<file path="config.mk">
export PLATFORM = sky130hd
export DESIGN_NAME = tvio_port
export DESIGN_NICKNAME = d
export VERILOG_FILES = /design/src/tvio_port.v /design/src/tvio_pin_cell.v
export VERILOG_INCLUDE_DIRS = /design/src /design/src/src
export SDC_FILE = /design/constraint.sdc
export NUM_CORES = 1
export LEC_CHECK = 0
export BUFFER_PORTS_ARGS = -buffer_cell sky130_fd_sc_hd__buf_2
export CORE_MARGIN = 2
export CORE_UTILIZATION = 59
export DETAILED_ROUTE_END_ITERATION = 16
export PLACE_DENSITY = 0.95
export SLEW_MARGIN = 20
export SYNTH_ARGS = -nofsm -noshare
export SYNTH_HDL_FRONTEND = slang
export SYNTH_SLANG_ARGS = --single-unit
</file>
<file path="constraint.sdc">
create_clock -name aclk -period 3.78 [get_ports aclk]
set_input_delay 0 -clock aclk [delete_from_list [all_inputs] [get_ports aclk]]
set_output_delay 0 -clock aclk [all_outputs]
set_load 0.01 [all_outputs]
</file>
<file path="src/tvio_consts.vh">
`ifndef TVIO_CONSTS_VH
`define TVIO_CONSTS_VH

// ****************************************
// register indices, byte address = 4 * index
// ****************************************
`define TVIO_IDX_P0_DATA   8'hE0
`define TVIO_IDX_P2_DATA   8'hE2
`define TVIO_IDX_P3_DATA   8'hE3
`define TVIO_IDX_P4_DATA   8'hE4
`define TVIO_IDX_P5_DATA   8'hE5
`define TVIO_IDX_CFG_BASE  8'hF0
`define TVIO_IDX_ALT_SEL   8'hFF

// ****************************************
// reset values
// ****************************************
`define TVIO_DATA_RST      8'hFF
`define TVIO_CFG_RST       8'h00
`define TVIO_ALT_SEL_RST   1'b0

// ****************************************
// mode field {cfg1, cfg0} per bit, cfg2 picks open-drain; port 5 bit 0 reset mode as {cfg2, cfg1, cfg0}
// ****************************************
`define TVIO_MODE_BIDIR    2'h0
`define TVIO_MODE_INPUT    2'h1
`define TVIO_MODE_OUTPUT   2'h2
`define TVIO_MODE_ALT      2'h3
`define TVIO_P5B0_RST_MODE 3'h3

// ****************************************
// pin feature masks, flat index = slot * 8 + bit
// slots: 0 port0, 1 port2, 2 port3, 3 port4, 4 port5
// ****************************************
`define TVIO_SCHMITT_MASK  40'h00037B3100
`define TVIO_ANALOG_MASK   40'h0000000EF8
`define TVIO_NPINS         40
`define TVIO_NSLOTS        5

// ****************************************
// alternate-function pin positions
// ****************************************
`define TVIO_PIN_P5B0      32
`define TVIO_PIN_P2B7      15

// ****************************************
// bus answers
// ****************************************
`define TVIO_RESP_OKAY     2'h0
`define TVIO_RESP_SLVERR   2'h2

`endif

</file>
<file path="src/tvio_port.v">
`timescale 1ns/1ns
`default_nettype none
`include "tvio_consts.vh"

module tvio_port (
  input  wire        aclk,
  input  wire        aresetn,
  input  wire [9:0]  s_axi_awaddr,
  input  wire        s_axi_awvalid,
  output wire        s_axi_awready,
  input  wire [31:0] s_axi_wdata,
  input  wire [3:0]  s_axi_wstrb,
  input  wire        s_axi_wvalid,
  output wire        s_axi_wready,
  output reg  [1:0]  s_axi_bresp,
  output reg         s_axi_bvalid,
  input  wire        s_axi_bready,
  input  wire [9:0]  s_axi_araddr,
  input  wire        s_axi_arvalid,
  output wire        s_axi_arready,
  output reg  [31:0] s_axi_rdata,
  output reg  [1:0]  s_axi_rresp,
  output reg         s_axi_rvalid,
  input  wire        s_axi_rready,
  input  wire        ext_reset_n,
  input  wire [39:0] pad_in,
  output wire [39:0] pad_out,
  output wire [39:0] pad_oe,
  output wire [39:0] pad_cmos_sel,
  output wire [39:0] alt_pin_level,
  input  wire [3:0]  twowire_clock_drive,
  input  wire [3:0]  twowire_data_drive,
  output wire [3:0]  twowire_clock_in,
  output wire [3:0]  twowire_data_in,
  input  wire [7:0]  pulse_out,
  output wire [7:0]  analog_path_en,
  input  wire        delayed_reset_src,
  input  wire        pixel_tick
);

  // ****************************************
  // state
  // ****************************************
  reg  [7:0]  data_q [0:4];
  reg  [7:0]  cfg0_q [0:4];
  reg  [7:0]  cfg1_q [0:4];
  reg  [7:0]  cfg2_q [0:4];
  reg         alt_sel_q;
  reg         p5b0_hold_q;
  reg         pix_half_q;

  reg         aw_have_q;
  reg  [7:0]  aw_idx_q;
  reg         w_have_q;
  reg  [7:0]  w_data_q;
  reg         w_lane_q;

  wire [39:0] latch_flat;
  wire [39:0] c0_flat;
  wire [39:0] c1_flat;
  wire [39:0] c2_flat;
  wire [39:0] din;
  wire [39:0] alt_active;
  reg  [39:0] alt_drive;

  wire        wr_fire;
  wire        rd_fire;
  wire [5:0]  wr_dec;
  wire [5:0]  rd_dec;
  wire [7:0]  rd_idx;
  reg  [7:0]  rd_byte;
  reg         rd_hit;
  wire        regs_rst;
  integer     k;

  // ****************************************
  // address decode
  // ****************************************
  // {hit, kind[1:0], slot[2:0]}; kind 0 data, 1..3 config 0..2
  function [5:0] tvio_decode;
    input [7:0] idx;
    integer s;
    integer r;
    begin
      tvio_decode = 6'h00;
      if (idx == `TVIO_IDX_P0_DATA) begin
        tvio_decode = {1'b1, 2'h0, 3'h0};
      end else if (idx == `TVIO_IDX_P2_DATA) begin
        tvio_decode = {1'b1, 2'h0, 3'h1};
      end else if (idx == `TVIO_IDX_P3_DATA) begin
        tvio_decode = {1'b1, 2'h0, 3'h2};
      end else if (idx == `TVIO_IDX_P4_DATA) begin
        tvio_decode = {1'b1, 2'h0, 3'h3};
      end else if (idx == `TVIO_IDX_P5_DATA) begin
        tvio_decode = {1'b1, 2'h0, 3'h4};
      end else begin
        for (s = 0; s < `TVIO_NSLOTS; s = s + 1) begin
          for (r = 0; r < 3; r = r + 1) begin
            if (idx == `TVIO_IDX_CFG_BASE + s[7:0] * 8'h03 + r[7:0]) begin
              tvio_decode = {1'b1, r[1:0] + 2'h1, s[2:0]};
            end
          end
        end
      end
    end
  endfunction

  // ****************************************
  // bus handshakes
  // ****************************************
  // address and data taken in either order; response after both
  assign s_axi_awready = !aw_have_q && !s_axi_bvalid;
  assign s_axi_wready  = !w_have_q && !s_axi_bvalid;
  assign wr_fire       = aw_have_q && w_have_q && !s_axi_bvalid;
  assign wr_dec        = tvio_decode(aw_idx_q);

  assign s_axi_arready = !s_axi_rvalid;
  assign rd_fire       = s_axi_arvalid && s_axi_arready;
  assign rd_idx        = s_axi_araddr[9:2];
  assign rd_dec        = tvio_decode(rd_idx);

  always @(posedge aclk) begin
    if (!aresetn) begin
      aw_have_q    <= 1'b0;
      aw_idx_q     <= 8'h00;
      w_have_q     <= 1'b0;
      w_data_q     <= 8'h00;
      w_lane_q     <= 1'b0;
      s_axi_bvalid <= 1'b0;
      s_axi_bresp  <= `TVIO_RESP_OKAY;
    end else begin
      if (s_axi_awvalid && s_axi_awready) begin
        aw_have_q <= 1'b1;
        aw_idx_q  <= s_axi_awaddr[9:2];
      end
      if (s_axi_wvalid && s_axi_wready) begin
        w_have_q <= 1'b1;
        w_data_q <= s_axi_wdata[7:0];
        w_lane_q <= s_axi_wstrb[0];
      end
      if (wr_fire) begin
        aw_have_q    <= 1'b0;
        w_have_q     <= 1'b0;
        s_axi_bvalid <= 1'b1;
        s_axi_bresp  <= (wr_dec[5] || aw_idx_q == `TVIO_IDX_ALT_SEL) ?
                        `TVIO_RESP_OKAY : `TVIO_RESP_SLVERR;
      end else if (s_axi_bvalid && s_axi_bready) begin
        s_axi_bvalid <= 1'b0;
      end
    end
  end

  // ****************************************
  // register reset
  // ****************************************
  // pin reset clears the settings as well, so pins come back
  // bidirectional and port 5 bit 0 held when it lifts;
  // it needs one clock edge while low, the pins need none
  assign regs_rst = !aresetn || !ext_reset_n;

  // ****************************************
  // register file
  // ****************************************
  // upper byte lanes hold nothing; lane 0 off means no change
  always @(posedge aclk) begin
    if (regs_rst) begin
      for (k = 0; k < `TVIO_NSLOTS; k = k + 1) begin
        data_q[k] <= `TVIO_DATA_RST;
        cfg0_q[k] <= `TVIO_CFG_RST;
        cfg1_q[k] <= `TVIO_CFG_RST;
        cfg2_q[k] <= `TVIO_CFG_RST;
      end
      alt_sel_q   <= `TVIO_ALT_SEL_RST;
      p5b0_hold_q <= 1'b1;
    end else if (wr_fire && w_lane_q) begin
      if (wr_dec[5]) begin
        case (wr_dec[4:3])
          2'h0: data_q[wr_dec[2:0]] <= w_data_q;
          2'h1: cfg0_q[wr_dec[2:0]] <= w_data_q;
          2'h2: cfg1_q[wr_dec[2:0]] <= w_data_q;
          default: cfg2_q[wr_dec[2:0]] <= w_data_q;
        endcase
        // any port 5 configuration write releases the reset mode
        if (wr_dec[4:3] != 2'h0 && wr_dec[2:0] == 3'h4) begin
          p5b0_hold_q <= 1'b0;
        end
      end else if (aw_idx_q == `TVIO_IDX_ALT_SEL) begin
        alt_sel_q <= w_data_q[0];
      end
    end
  end

  // ****************************************
  // flat views for the pin cells
  // ****************************************
  genvar g;
  generate
    for (g = 0; g < `TVIO_NSLOTS; g = g + 1) begin : flat
      assign latch_flat[g*8 +: 8] = data_q[g];
      assign c0_flat[g*8 +: 8]    = cfg0_q[g];
      assign c1_flat[g*8 +: 8]    = cfg1_q[g];
      assign c2_flat[g*8 +: 8]    = cfg2_q[g];
    end
  endgenerate

  // ****************************************
  // pixel clock halving
  // ****************************************
  // one toggle per pixel tick from the clock unit
  always @(posedge aclk) begin
    if (!aresetn) begin
      pix_half_q <= 1'b0;
    end else if (pixel_tick) begin
      pix_half_q <= ~pix_half_q;
    end
  end

  // ****************************************
  // alternate-function routing
  // ****************************************
  // port 4 bits 0/1 shared: two-wire channel 3 or pulse outputs 0/1
  always @* begin
    alt_drive     = 40'h0000000000;
    alt_drive[12] = twowire_clock_drive[0];
    alt_drive[13] = twowire_data_drive[0];
    alt_drive[20] = twowire_clock_drive[1];
    alt_drive[21] = twowire_data_drive[1];
    alt_drive[16] = twowire_clock_drive[2];
    alt_drive[17] = twowire_data_drive[2];
    alt_drive[24] = alt_sel_q ? pulse_out[0] : twowire_clock_drive[3];
    alt_drive[25] = alt_sel_q ? pulse_out[1] : twowire_data_drive[3];
    alt_drive[37] = pulse_out[2];
    alt_drive[38] = pulse_out[3];
    alt_drive[31:28] = pulse_out[7:4];
    alt_drive[`TVIO_PIN_P5B0] = delayed_reset_src;
    alt_drive[`TVIO_PIN_P2B7] = pix_half_q;
  end

  // ****************************************
  // pin cells
  // ****************************************
  generate
    for (g = 0; g < `TVIO_NPINS; g = g + 1) begin : pin
      localparam IS_P5B0 = (g == `TVIO_PIN_P5B0) ? 1 : 0;
      wire [2:0] cfg_eff;

      // port 5 bit 0 held in push-pull alternate mode until released
      assign cfg_eff = (IS_P5B0 != 0 && p5b0_hold_q) ? `TVIO_P5B0_RST_MODE :
                       {c2_flat[g], c1_flat[g], c0_flat[g]};

      tvio_pin_cell #(
        .SCHMITT (`TVIO_SCHMITT_MASK >> g & 40'h1),
        .ANALOG  (`TVIO_ANALOG_MASK >> g & 40'h1),
        .RST_ALT (IS_P5B0)
      ) u_cell (
        .cfg_c0      (cfg_eff[0]),
        .cfg_c1      (cfg_eff[1]),
        .cfg_c2      (cfg_eff[2]),
        .latch       (latch_flat[g]),
        .alt_drive   (alt_drive[g]),
        .ext_reset_n (ext_reset_n),
        .pad_in      (pad_in[g]),
        .pad_out     (pad_out[g]),
        .pad_oe      (pad_oe[g]),
        .din         (din[g]),
        .cmos_sel    (pad_cmos_sel[g]),
        .alt_active  (alt_active[g])
      );
    end
  endgenerate

  // ****************************************
  // alternate inputs
  // ****************************************
  // wired to the pin in every mode but open-drain alternate on analog pins
  assign alt_pin_level = din;

  assign twowire_clock_in = {din[24], din[16], din[20], din[12]};
  assign twowire_data_in  = {din[25], din[17], din[21], din[13]};

  // channel order 7..0: p0.7..p0.4, p2.3..p2.1, p0.3
  assign analog_path_en = {alt_active[7:4], alt_active[11:9], alt_active[3]};

  // ****************************************
  // read path
  // ****************************************
  // output and alternate bits read the latch, others the pin
  always @* begin
    rd_byte = 8'h00;
    rd_hit  = 1'b1;
    if (rd_dec[5]) begin
      case (rd_dec[4:3])
        2'h0: rd_byte = (data_q[rd_dec[2:0]] & cfg1_q[rd_dec[2:0]]) |
                        (din[rd_dec[2:0]*8 +: 8] & ~cfg1_q[rd_dec[2:0]]);
        2'h1: rd_byte = cfg0_q[rd_dec[2:0]];
        2'h2: rd_byte = cfg1_q[rd_dec[2:0]];
        default: rd_byte = cfg2_q[rd_dec[2:0]];
      endcase
    end else if (rd_idx == `TVIO_IDX_ALT_SEL) begin
      rd_byte = {6'h00, p5b0_hold_q, alt_sel_q};
    end else begin
      rd_hit = 1'b0;
    end
  end

  always @(posedge aclk) begin
    if (!aresetn) begin
      s_axi_rvalid <= 1'b0;
      s_axi_rdata  <= 32'h00000000;
      s_axi_rresp  <= `TVIO_RESP_OKAY;
    end else if (rd_fire) begin
      s_axi_rvalid <= 1'b1;
      s_axi_rdata  <= {24'h000000, rd_byte};
      s_axi_rresp  <= rd_hit ? `TVIO_RESP_OKAY : `TVIO_RESP_SLVERR;
    end else if (s_axi_rvalid && s_axi_rready) begin
      s_axi_rvalid <= 1'b0;
    end
  end

endmodule

`default_nettype wire

</file>
<file path="src/tvio_pin_cell.v">
`timescale 1ns/1ns
`default_nettype none
`include "tvio_consts.vh"

module tvio_pin_cell #(
  parameter SCHMITT = 0,
  parameter ANALOG  = 0,
  parameter RST_ALT = 0
) (
  input  wire       cfg_c0,
  input  wire       cfg_c1,
  input  wire       cfg_c2,
  input  wire       latch,
  input  wire       alt_drive,
  input  wire       ext_reset_n,
  input  wire       pad_in,
  output reg        pad_out,
  output reg        pad_oe,
  output wire       din,
  output wire       cmos_sel,
  output wire       alt_active
);

  wire [1:0] mode;
  wire       level;

  assign mode = {cfg_c1, cfg_c0};

  // ****************************************
  // driver
  // ****************************************
  always @* begin
    pad_out = 1'b0;
    pad_oe  = 1'b0;
    if (!ext_reset_n) begin
      // pin forced without waiting for a clock edge
      if (RST_ALT != 0) begin
        pad_out = alt_drive;
        pad_oe  = 1'b1;
      end
    end else begin
      case (mode)
        `TVIO_MODE_BIDIR: begin
          // no pull-up exists: a one leaves the pin floating
          pad_oe = ~latch;
        end
        `TVIO_MODE_INPUT: begin
          pad_oe = 1'b0;
        end
        `TVIO_MODE_OUTPUT: begin
          pad_out = cfg_c2 ? 1'b0 : latch;
          pad_oe  = cfg_c2 ? ~latch : 1'b1;
        end
        default: begin
          pad_out = cfg_c2 ? 1'b0 : alt_drive;
          pad_oe  = cfg_c2 ? ~alt_drive : 1'b1;
        end
      endcase
    end
  end

  // ****************************************
  // input path
  // ****************************************
  // own drive seen back, so a peripheral reads what it sends
  assign level = pad_oe ? pad_out : pad_in;

  // analog pin in open-drain alternate mode: no digital load
  assign din = (ANALOG != 0 && mode == `TVIO_MODE_ALT && cfg_c2) ? 1'b0 : level;

  // fixed schmitt pins ignore the level choice
  assign cmos_sel = (SCHMITT == 0) && cfg_c2 && !cfg_c1;

  assign alt_active = ext_reset_n && (mode == `TVIO_MODE_ALT);

endmodule

`default_nettype wire

</file>
==> results_dict.tcl, run 1 <==
set metrics [dict create \
    fmax_ghz 0.3265 \
    rsz0062_at_grt "false" \
    fin_nets 1957 \
    core-area_mm2 0.02496 \
    synthAdderAreaFrac 0.0006716 \
    first_pass_iters 6 \
    ys_seq_area_frac 0.4144 \
    viasPerCell 6.195 \
    crit_chain "nand2b_1, nor2_1, nand4_1, nor2_1, o211ai_1, nor2b_1, nand2b_1" \
    grt_pass1_vias 12790 \
    fill_cells 1870 \
    fp.dieH_um 162.9 \
    setup_ws_ns 0.7177 \
    cts_resized 0 \
    fin_setup_tns_ns 0 \
    fin_cells 2182 \
    synth_top_family_by_area "simple AND/OR/NAND/NOR gates" \
    htree_num_levels 1 \
    cts_tree "done" \
    post-cts-setup-buffer-count 0 \
    antenna-diode-count 0 \
    ys_top_cells_by_area "edfxtp_1 (37%), buf_4 (10%), and2_1 (5.3%), dfxtp_1 (4.6%), nand2_1 (4.3%)" \
    ys.flop_type "edfxtp_1" \
    synth_top_area_cell "edfxtp_1" \
    tightest_slew_ns 1.053 \
    ys_top_cells_by_count "buf_4 (203), edfxtp_1 (183), nand2_1 (169)" \
    critPathMaxStageDelay_ns 0.59 \
    post-route-util 0.6621 \
    drc 0 \
    syn-cell-area_mm2 0.01490 \
    syn2layout_area_growth_pct 10.90 \
    io_buffers 270 \
    dp_cells 2103 \
    synth_compound_area_frac 0.1464 \
    synthXorXnorAreaFrac 0.002938 \
    power.density_mw_per_mm2 369.5 \
    rows 58 \
    dp_hpwl_mm 37.08 \
    synth_most_common_cell "buf_4" \
    overflow 0 \
    outcome "finished, final reports clean" \
    insertion_delay_ns 0.52 \
    cts_buffers 24 \
    setup_viol 0 \
    gp_congestion 1.008 \
    root_buffer "clkbuf_16" \
    antenna_found_initial 0 \
    hold_buffers 36 \
    p_leak_nw 6.948 \
    synth-edff-count 183 \
    crit_slowest_cell "nor2b_1" \
    hold_class "primary input to register" \
    wl_per_cell_um 23.23 \
    synth_mux_area_frac 0.04424 \
    crit_type "register to register" \
    vdd_ir_drop_max_mv 0.3383 \
    drt-initial-drc-count 1930 \
    drive_above_1_share 0.2171 \
    path_buf_inv 0 \
    startpoint_type "register" \
    crit_family "simple AND/OR/NAND/NOR gates" \
    grt_max_degree 53 \
    ys_warn_count 0 \
    cp.arrival_ns 3.23 \
    required_ns 3.95 \
    dp_slack_ns 0.7850 \
    cts_sinks 217 \
    yosys.area_share.simple 0.2491 \
    endpoint_kind "register" \
    finalHoldViolations 0 \
    die_area_mm2 0.02655 \
    ant_nets 0 \
    async_flop_share 0 \
    yosysTopAreaCellShare 0.3687 \
    synth_cell_types 73 \
    yosys_register_bits 217 \
    top_level_ports 339 \
    path_clk_slew_ns 0.06 \
    period_minus_slack_ns 3.062 \
    syn_inst 1693 \
    path_max_fanout 9 \
    finClkSkew_ns 0.01870 \
    start_util 0.5970 \
    cts_buffer_depth 3 \
    slew_violations 0 \
    wirelength_mm 50.70 \
    grt_pass1_wl_mm 73.91 \
    syn_area_per_cell_um2 8.803 \
    period_share 0.8101 \
    cap_violations 0 \
    max-slew-margin-rel 0.2795 \
    dr_total_vias 13520 \
    grt_use_total 0.3714 \
    chipWidth_um 162.9 \
]
## path summary, 6_finish.rpt
path                  start              to  slack (ns)  depth (start not counted)
max            s_axi_bvalid    cfg2_q[0][6]        0.72                          7
min            s_axi_wvalid        w_lane_q        0.13                          4
max reg2reg    s_axi_bvalid    cfg2_q[0][6]        0.72                          7
min reg2reg  s_axi_rdata[6]  s_axi_rdata[6]        0.50                          2
## cells in the final DEF (no fill, tap or decap), types with 13 or more instances in the layout
cell type	count
nand2_1	169
and3_1	13
nor2_1	143
dlygate4sd3_1	36
o21ai_0	89
inv_1	59
mux2i_1	58
conb_1	60
edfxtp_1	183
nand3b_1	15
nor3_1	17
a31oi_1	23
and2_1	127
nand3_1	35
o211ai_1	19
dfxtp_1	34
buf_2	270
clkbuf_16	25
nand2b_1	57
buf_4	37
a21oi_1	94
nor2b_1	47
a21boi_0	13
or2_2	39
## kinds of logic after synthesis
kind of cell               count (synthesis)
other                                      1
muxes                                     65
AOI/OAI and AO/OA                        346
adders and majority gates                  1
buffers and inverters                    347
DFF                                      217
and+or+nand+nor                          711
xor gates and xnor gates                   5
## sequential cells by signal, indices dropped and copies added (netlist names)
register / count
s_axi_rvalid: 1
pix_half_q: 1
data_q: 48
cfg0_q: 44
s_axi_rresp: 1
s_axi_bvalid: 1
cfg1_q: 44
w_lane_q: 1
alt_sel_q: 1
s_axi_rdata: 8
aw_idx_q: 8
w_have_q: 1
p5b0_hold_q: 1
w_data_q: 8
s_axi_bresp: 1
aw_have_q: 1
cfg2_q: 47
## report_power, final
part	total (mW)	switching [mW]	internal (mW)
clock	2.51	0.968	1.54
combinational	0.759	0.460	0.299
sequential	2.84	0.151	2.69
total	6.11	1.58	4.53
## layout make-up
cell class                 instances  area (µm²)  share of cell area
multi-input combinational       1188        6868              0.4155
sequential                       217        6176              0.3736
timing repair buffer             344        2009              0.1216
clock buffer                      28       636.9             0.03853
tap                              330       412.9             0.02498
inverter                          60       225.2             0.01363
clock inverter                    15       201.4             0.01219
## per-stage QoR
stage          cell area, µm²  hold slack, ns  total power [mW]
6_report                16530          0.1335             6.107
5_1_grt                 16530          0.1637             6.251
4_1_cts                 16530         0.08819             6.055
3_5_place_dp            15330          0.2616             3.574
3_3_place_gp            15330          0.2459             3.547
2_1_floorplan           15130          0.1378             3.376
## layer usage
metal  up-vias  wire length [µm]  global-route usage
li1       5932                 -                   -
met3       187              5349             0.05373
met1      6383             17670              0.4495
met4         0              3054              0.1995
met2      1016             24620              0.6414
met5         -                 0                   0
## tightest hold or removal path: cells and delay by family
kind | cells | cell delay, ns
buf+inv | 1 | 0.10
mux | 1 | 0.18
simple gates | 2 | 0.31
Power figures use the tool's default switching activity.
==> inputs of run 2 (changes only) <==
Settings changed: ABC_AREA set to 1, CORE_UTILIZATION 59 to 56, PLACE_DENSITY 0.95 to 0.93.
Clock period 3.78 ns to 3.06 ns, I/O delays scaled along.
==> run 2 against run 1 <==
Total power rose by 34%. Maximum frequency rose by 8.5%. Global-route usage fell by 2.4 points. Sequential power rose by 37%. Largest cell class is now registers. Highest routed layer is now met5.
==> results_dict.tcl, run 2 <==
set metrics [dict create \
    insertion_delay_ns 0.54 \
    required_ns 3.27 \
    fin_nets 2550 \
    wl_per_cell_um 19.34 \
    synth_cell_types 46 \
    outcome "finished, final reports clean" \
    drive_above_1_share 0.1724 \
    finalHoldViolations 0 \
    p_leak_nw 9.031 \
    syn_inst 2247 \
    ys_top_cells_by_area "edfxtp_1 (38%), nand2_1 (13%), buf_4 (9.5%), inv_1 (7.4%), nor2_1 (6.1%)" \
    setup_viol 0 \
    drt-initial-drc-count 2303 \
    cts_tree "done" \
    grt_use_total 0.3472 \
    hold_class "primary input to register" \
    ant_nets 0 \
    ys.flop_type "edfxtp_1" \
    yosys_register_bits 244 \
    cts_sinks 244 \
    cts_buffer_depth 3 \
    syn2layout_area_growth_pct 11.50 \
    largest-register "data_q" \
    dp_hpwl_mm 40.49 \
    max-slew-margin-rel 0.2858 \
    cap_violations 0 \
    period_share 0.9222 \
    r2r_slack_ns 0.24 \
    grt_pass1_wl_mm 81.08 \
    rows 62 \
    syn-cell-area_mm2 0.01638 \
    fin_cells 2832 \
    yosysTopAreaCellShare 0.3849 \
    cp.arrival_ns 3.03 \
    finClkSkew_ns 0.02319 \
    reg2reg_from "aw_idx_q[5]" \
    final_cell_mix "nand2_1 (549), inv_1 (321), buf_2 (270), nor2_1 (266), edfxtp_1 (210)" \
    rr_worst_depth 15 \
    root_buffer "clkbuf_16" \
    viasPerCell 5.657 \
    crit_chain "nand3_1, nor2_2, inv_2, a41oi_1, inv_1, o211ai_1, inv_1, nor2_1, nand2_1, inv_2, nand2_2, nor2_4, buf_4, nand2_2, nand2_1" \
    chipWidth_um 175.0 \
    grt_max_degree 54 \
    io_buffers 270 \
    core-area_mm2 0.02878 \
    crit_start "aw_idx_q[5]" \
    final_common_cell "nand2_1" \
    critical_path_cell_count 15 \
    grt_pass1_vias 14680 \
    period_minus_slack_ns 2.822 \
    cts_buffers 26 \
    synth_most_common_cell "nand2_1" \
    whs_path_depth 4 \
    synth-edff-count 210 \
    antenna-diode-count 0 \
    dp_cells 2743 \
    gp_congestion 1.012 \
    power.density_mw_per_mm2 447.4 \
    path_buf_inv 5 \
    ys_top_cells_by_count "nand2_1 (555), inv_1 (323), nor2_1 (266)" \
    fmax_ghz 0.3544 \
    drc 0 \
    tightest_slew_ns 1.070 \
    crit_slowest_cell "dfxtp_1" \
    htree_num_levels 1 \
    overflow 0 \
    largest_register_ffs 64 \
    critPathMaxStageDelay_ns 0.34 \
    ys_seq_area_frac 0.4265 \
    top_level_ports 339 \
    r2r-end "cfg1_q[2][3]" \
    path_clk_slew_ns 0.06 \
    startpoint_type "register" \
    vdd_ir_drop_max_mv 0.3496 \
    die_area_mm2 0.03064 \
    syn_area_per_cell_um2 7.291 \
    slew_violations 0 \
    antenna_found_initial 1 \
    dr_total_vias 16020 \
    p_total_mw 8.173 \
    holdWs_ns 0.03747 \
    endpoint_kind "register" \
    crit_end "cfg1_q[2][3]" \
    fp.dieH_um 175.0 \
    first_pass_iters 6 \
    synth_top_area_cell "edfxtp_1" \
    path_max_fanout 8 \
    crit_type "register to register" \
    start_util 0.5692 \
    reg_top3 "data_q: 64 flops, cfg1_q: 51 flops, cfg0_q: 48 flops" \
    async_flop_share 0 \
    ys_warn_count 0 \
    wirelength_mm 54.77 \
    crit_family "simple AND/OR/NAND/NOR gates" \
]
==> run 2: cell types whose count changed in the layout (fill, tap and decap cells not counted), sizes merged, moves of 19 or more <==
cell    delta
nand2    +402
inv      +272
nand3    +149
nor2     +132
and2     -127
nand4     +60
mux2i     -57
nand2b    -57
nor2b     -47
or2       -28
conb      +27
edfxtp    +27
o21ai     +19
==> run 2: metal layers <==
layer  vias up  wire length [µm]  GRT usage
met5         -                11          0
met4         2              2868     0.1587
met3       191              7074    0.06201
met2      1171             25420     0.5725
met1      7364             19400     0.4468
li1       7294                 -          -
==> run 2: repair_timing <==
| item | 4_1_cts | 5_1_grt |
|---|---|---|
| setup buffers | 0 | 2 |
| hold endpoints to repair | 23 | 0 |
| hold buffers | 39 | 0 |
| setup endpoints to repair | 0 | 80 |
| resized for setup | 0 | 8 |
==> run 2: worst min-delay path: stages <==
cell     delay [ns]
buf_2          0.08
nand2_1        0.24
nand2_1        0.13
a21oi_1        0.05
==> run 2: cells by family (layout without fill, tap and decap cells) <==
group / Yosys count / count (layout) / share of synthesized area
AOI/OAI and AO/OA: 241 / 241 / 0.08119
xor gates and xnor gates: 2 / 2 / 0.001069
buffers and inverters: 623 / 738 / 0.1935
DFF: 244 / 244 / 0.4265
muxes: 2 / 2 / 0.001298
other: 1 / 87 / 0.0002289
and+or+nand+nor: 1134 / 1134 / 0.2962
==> run 2: cell type report <==
type                            instances  area [µm²]
Clock buffer                           32       694.4
Clock inverter                         16       140.1
Fill cell                            2472       10510
Inverter                              332        1250
Multi-Input combinational cell       1466        6568
Sequential cell                       244        6987
Tap cell                              384       480.5
Timing Repair Buffer                  358        2147
==> run 2: how the worst min path moves through the flow <==
| stage | from | slack, ns | to |
|---|---|---|---|
| after floorplan | pixel_tick | 0.14 | pix_half_q |
| after global placement | s_axi_bready | 0.25 | s_axi_bvalid |
| after detailed placement | s_axi_awaddr[7] | 0.25 | aw_idx_q[5] |
| after CTS | s_axi_awvalid | 0.02 | aw_idx_q[4] |
| after global routing | s_axi_arvalid | 0.06 | s_axi_rdata[3] |
| final | s_axi_arvalid | 0.04 | s_axi_rdata[4] |
==> run 2: power breakdown <==
| group | switching, mW | internal (mW) |
|---|---|---|
| clock | 1.36 | 1.79 |
| sequential | 0.132 | 3.77 |
| combinational | 0.769 | 0.351 |
==> run 2: through the flow <==
stage | instance area, µm² | TNS, ns | utilization | setup WS (ns)
after floorplan | 16700 | 0 | - | 0.6309
after global placement | 17010 | 0 | 0.5909 | 0.3269
after detailed placement | 17010 | 0 | 0.5909 | 0.2099
after CTS | 18230 | 0 | 0.6335 | 0.1810
after global routing | 18270 | -0.05584 | 0.6347 | -0.007532
final | 18270 | 0 | 0.6347 | 0.2380
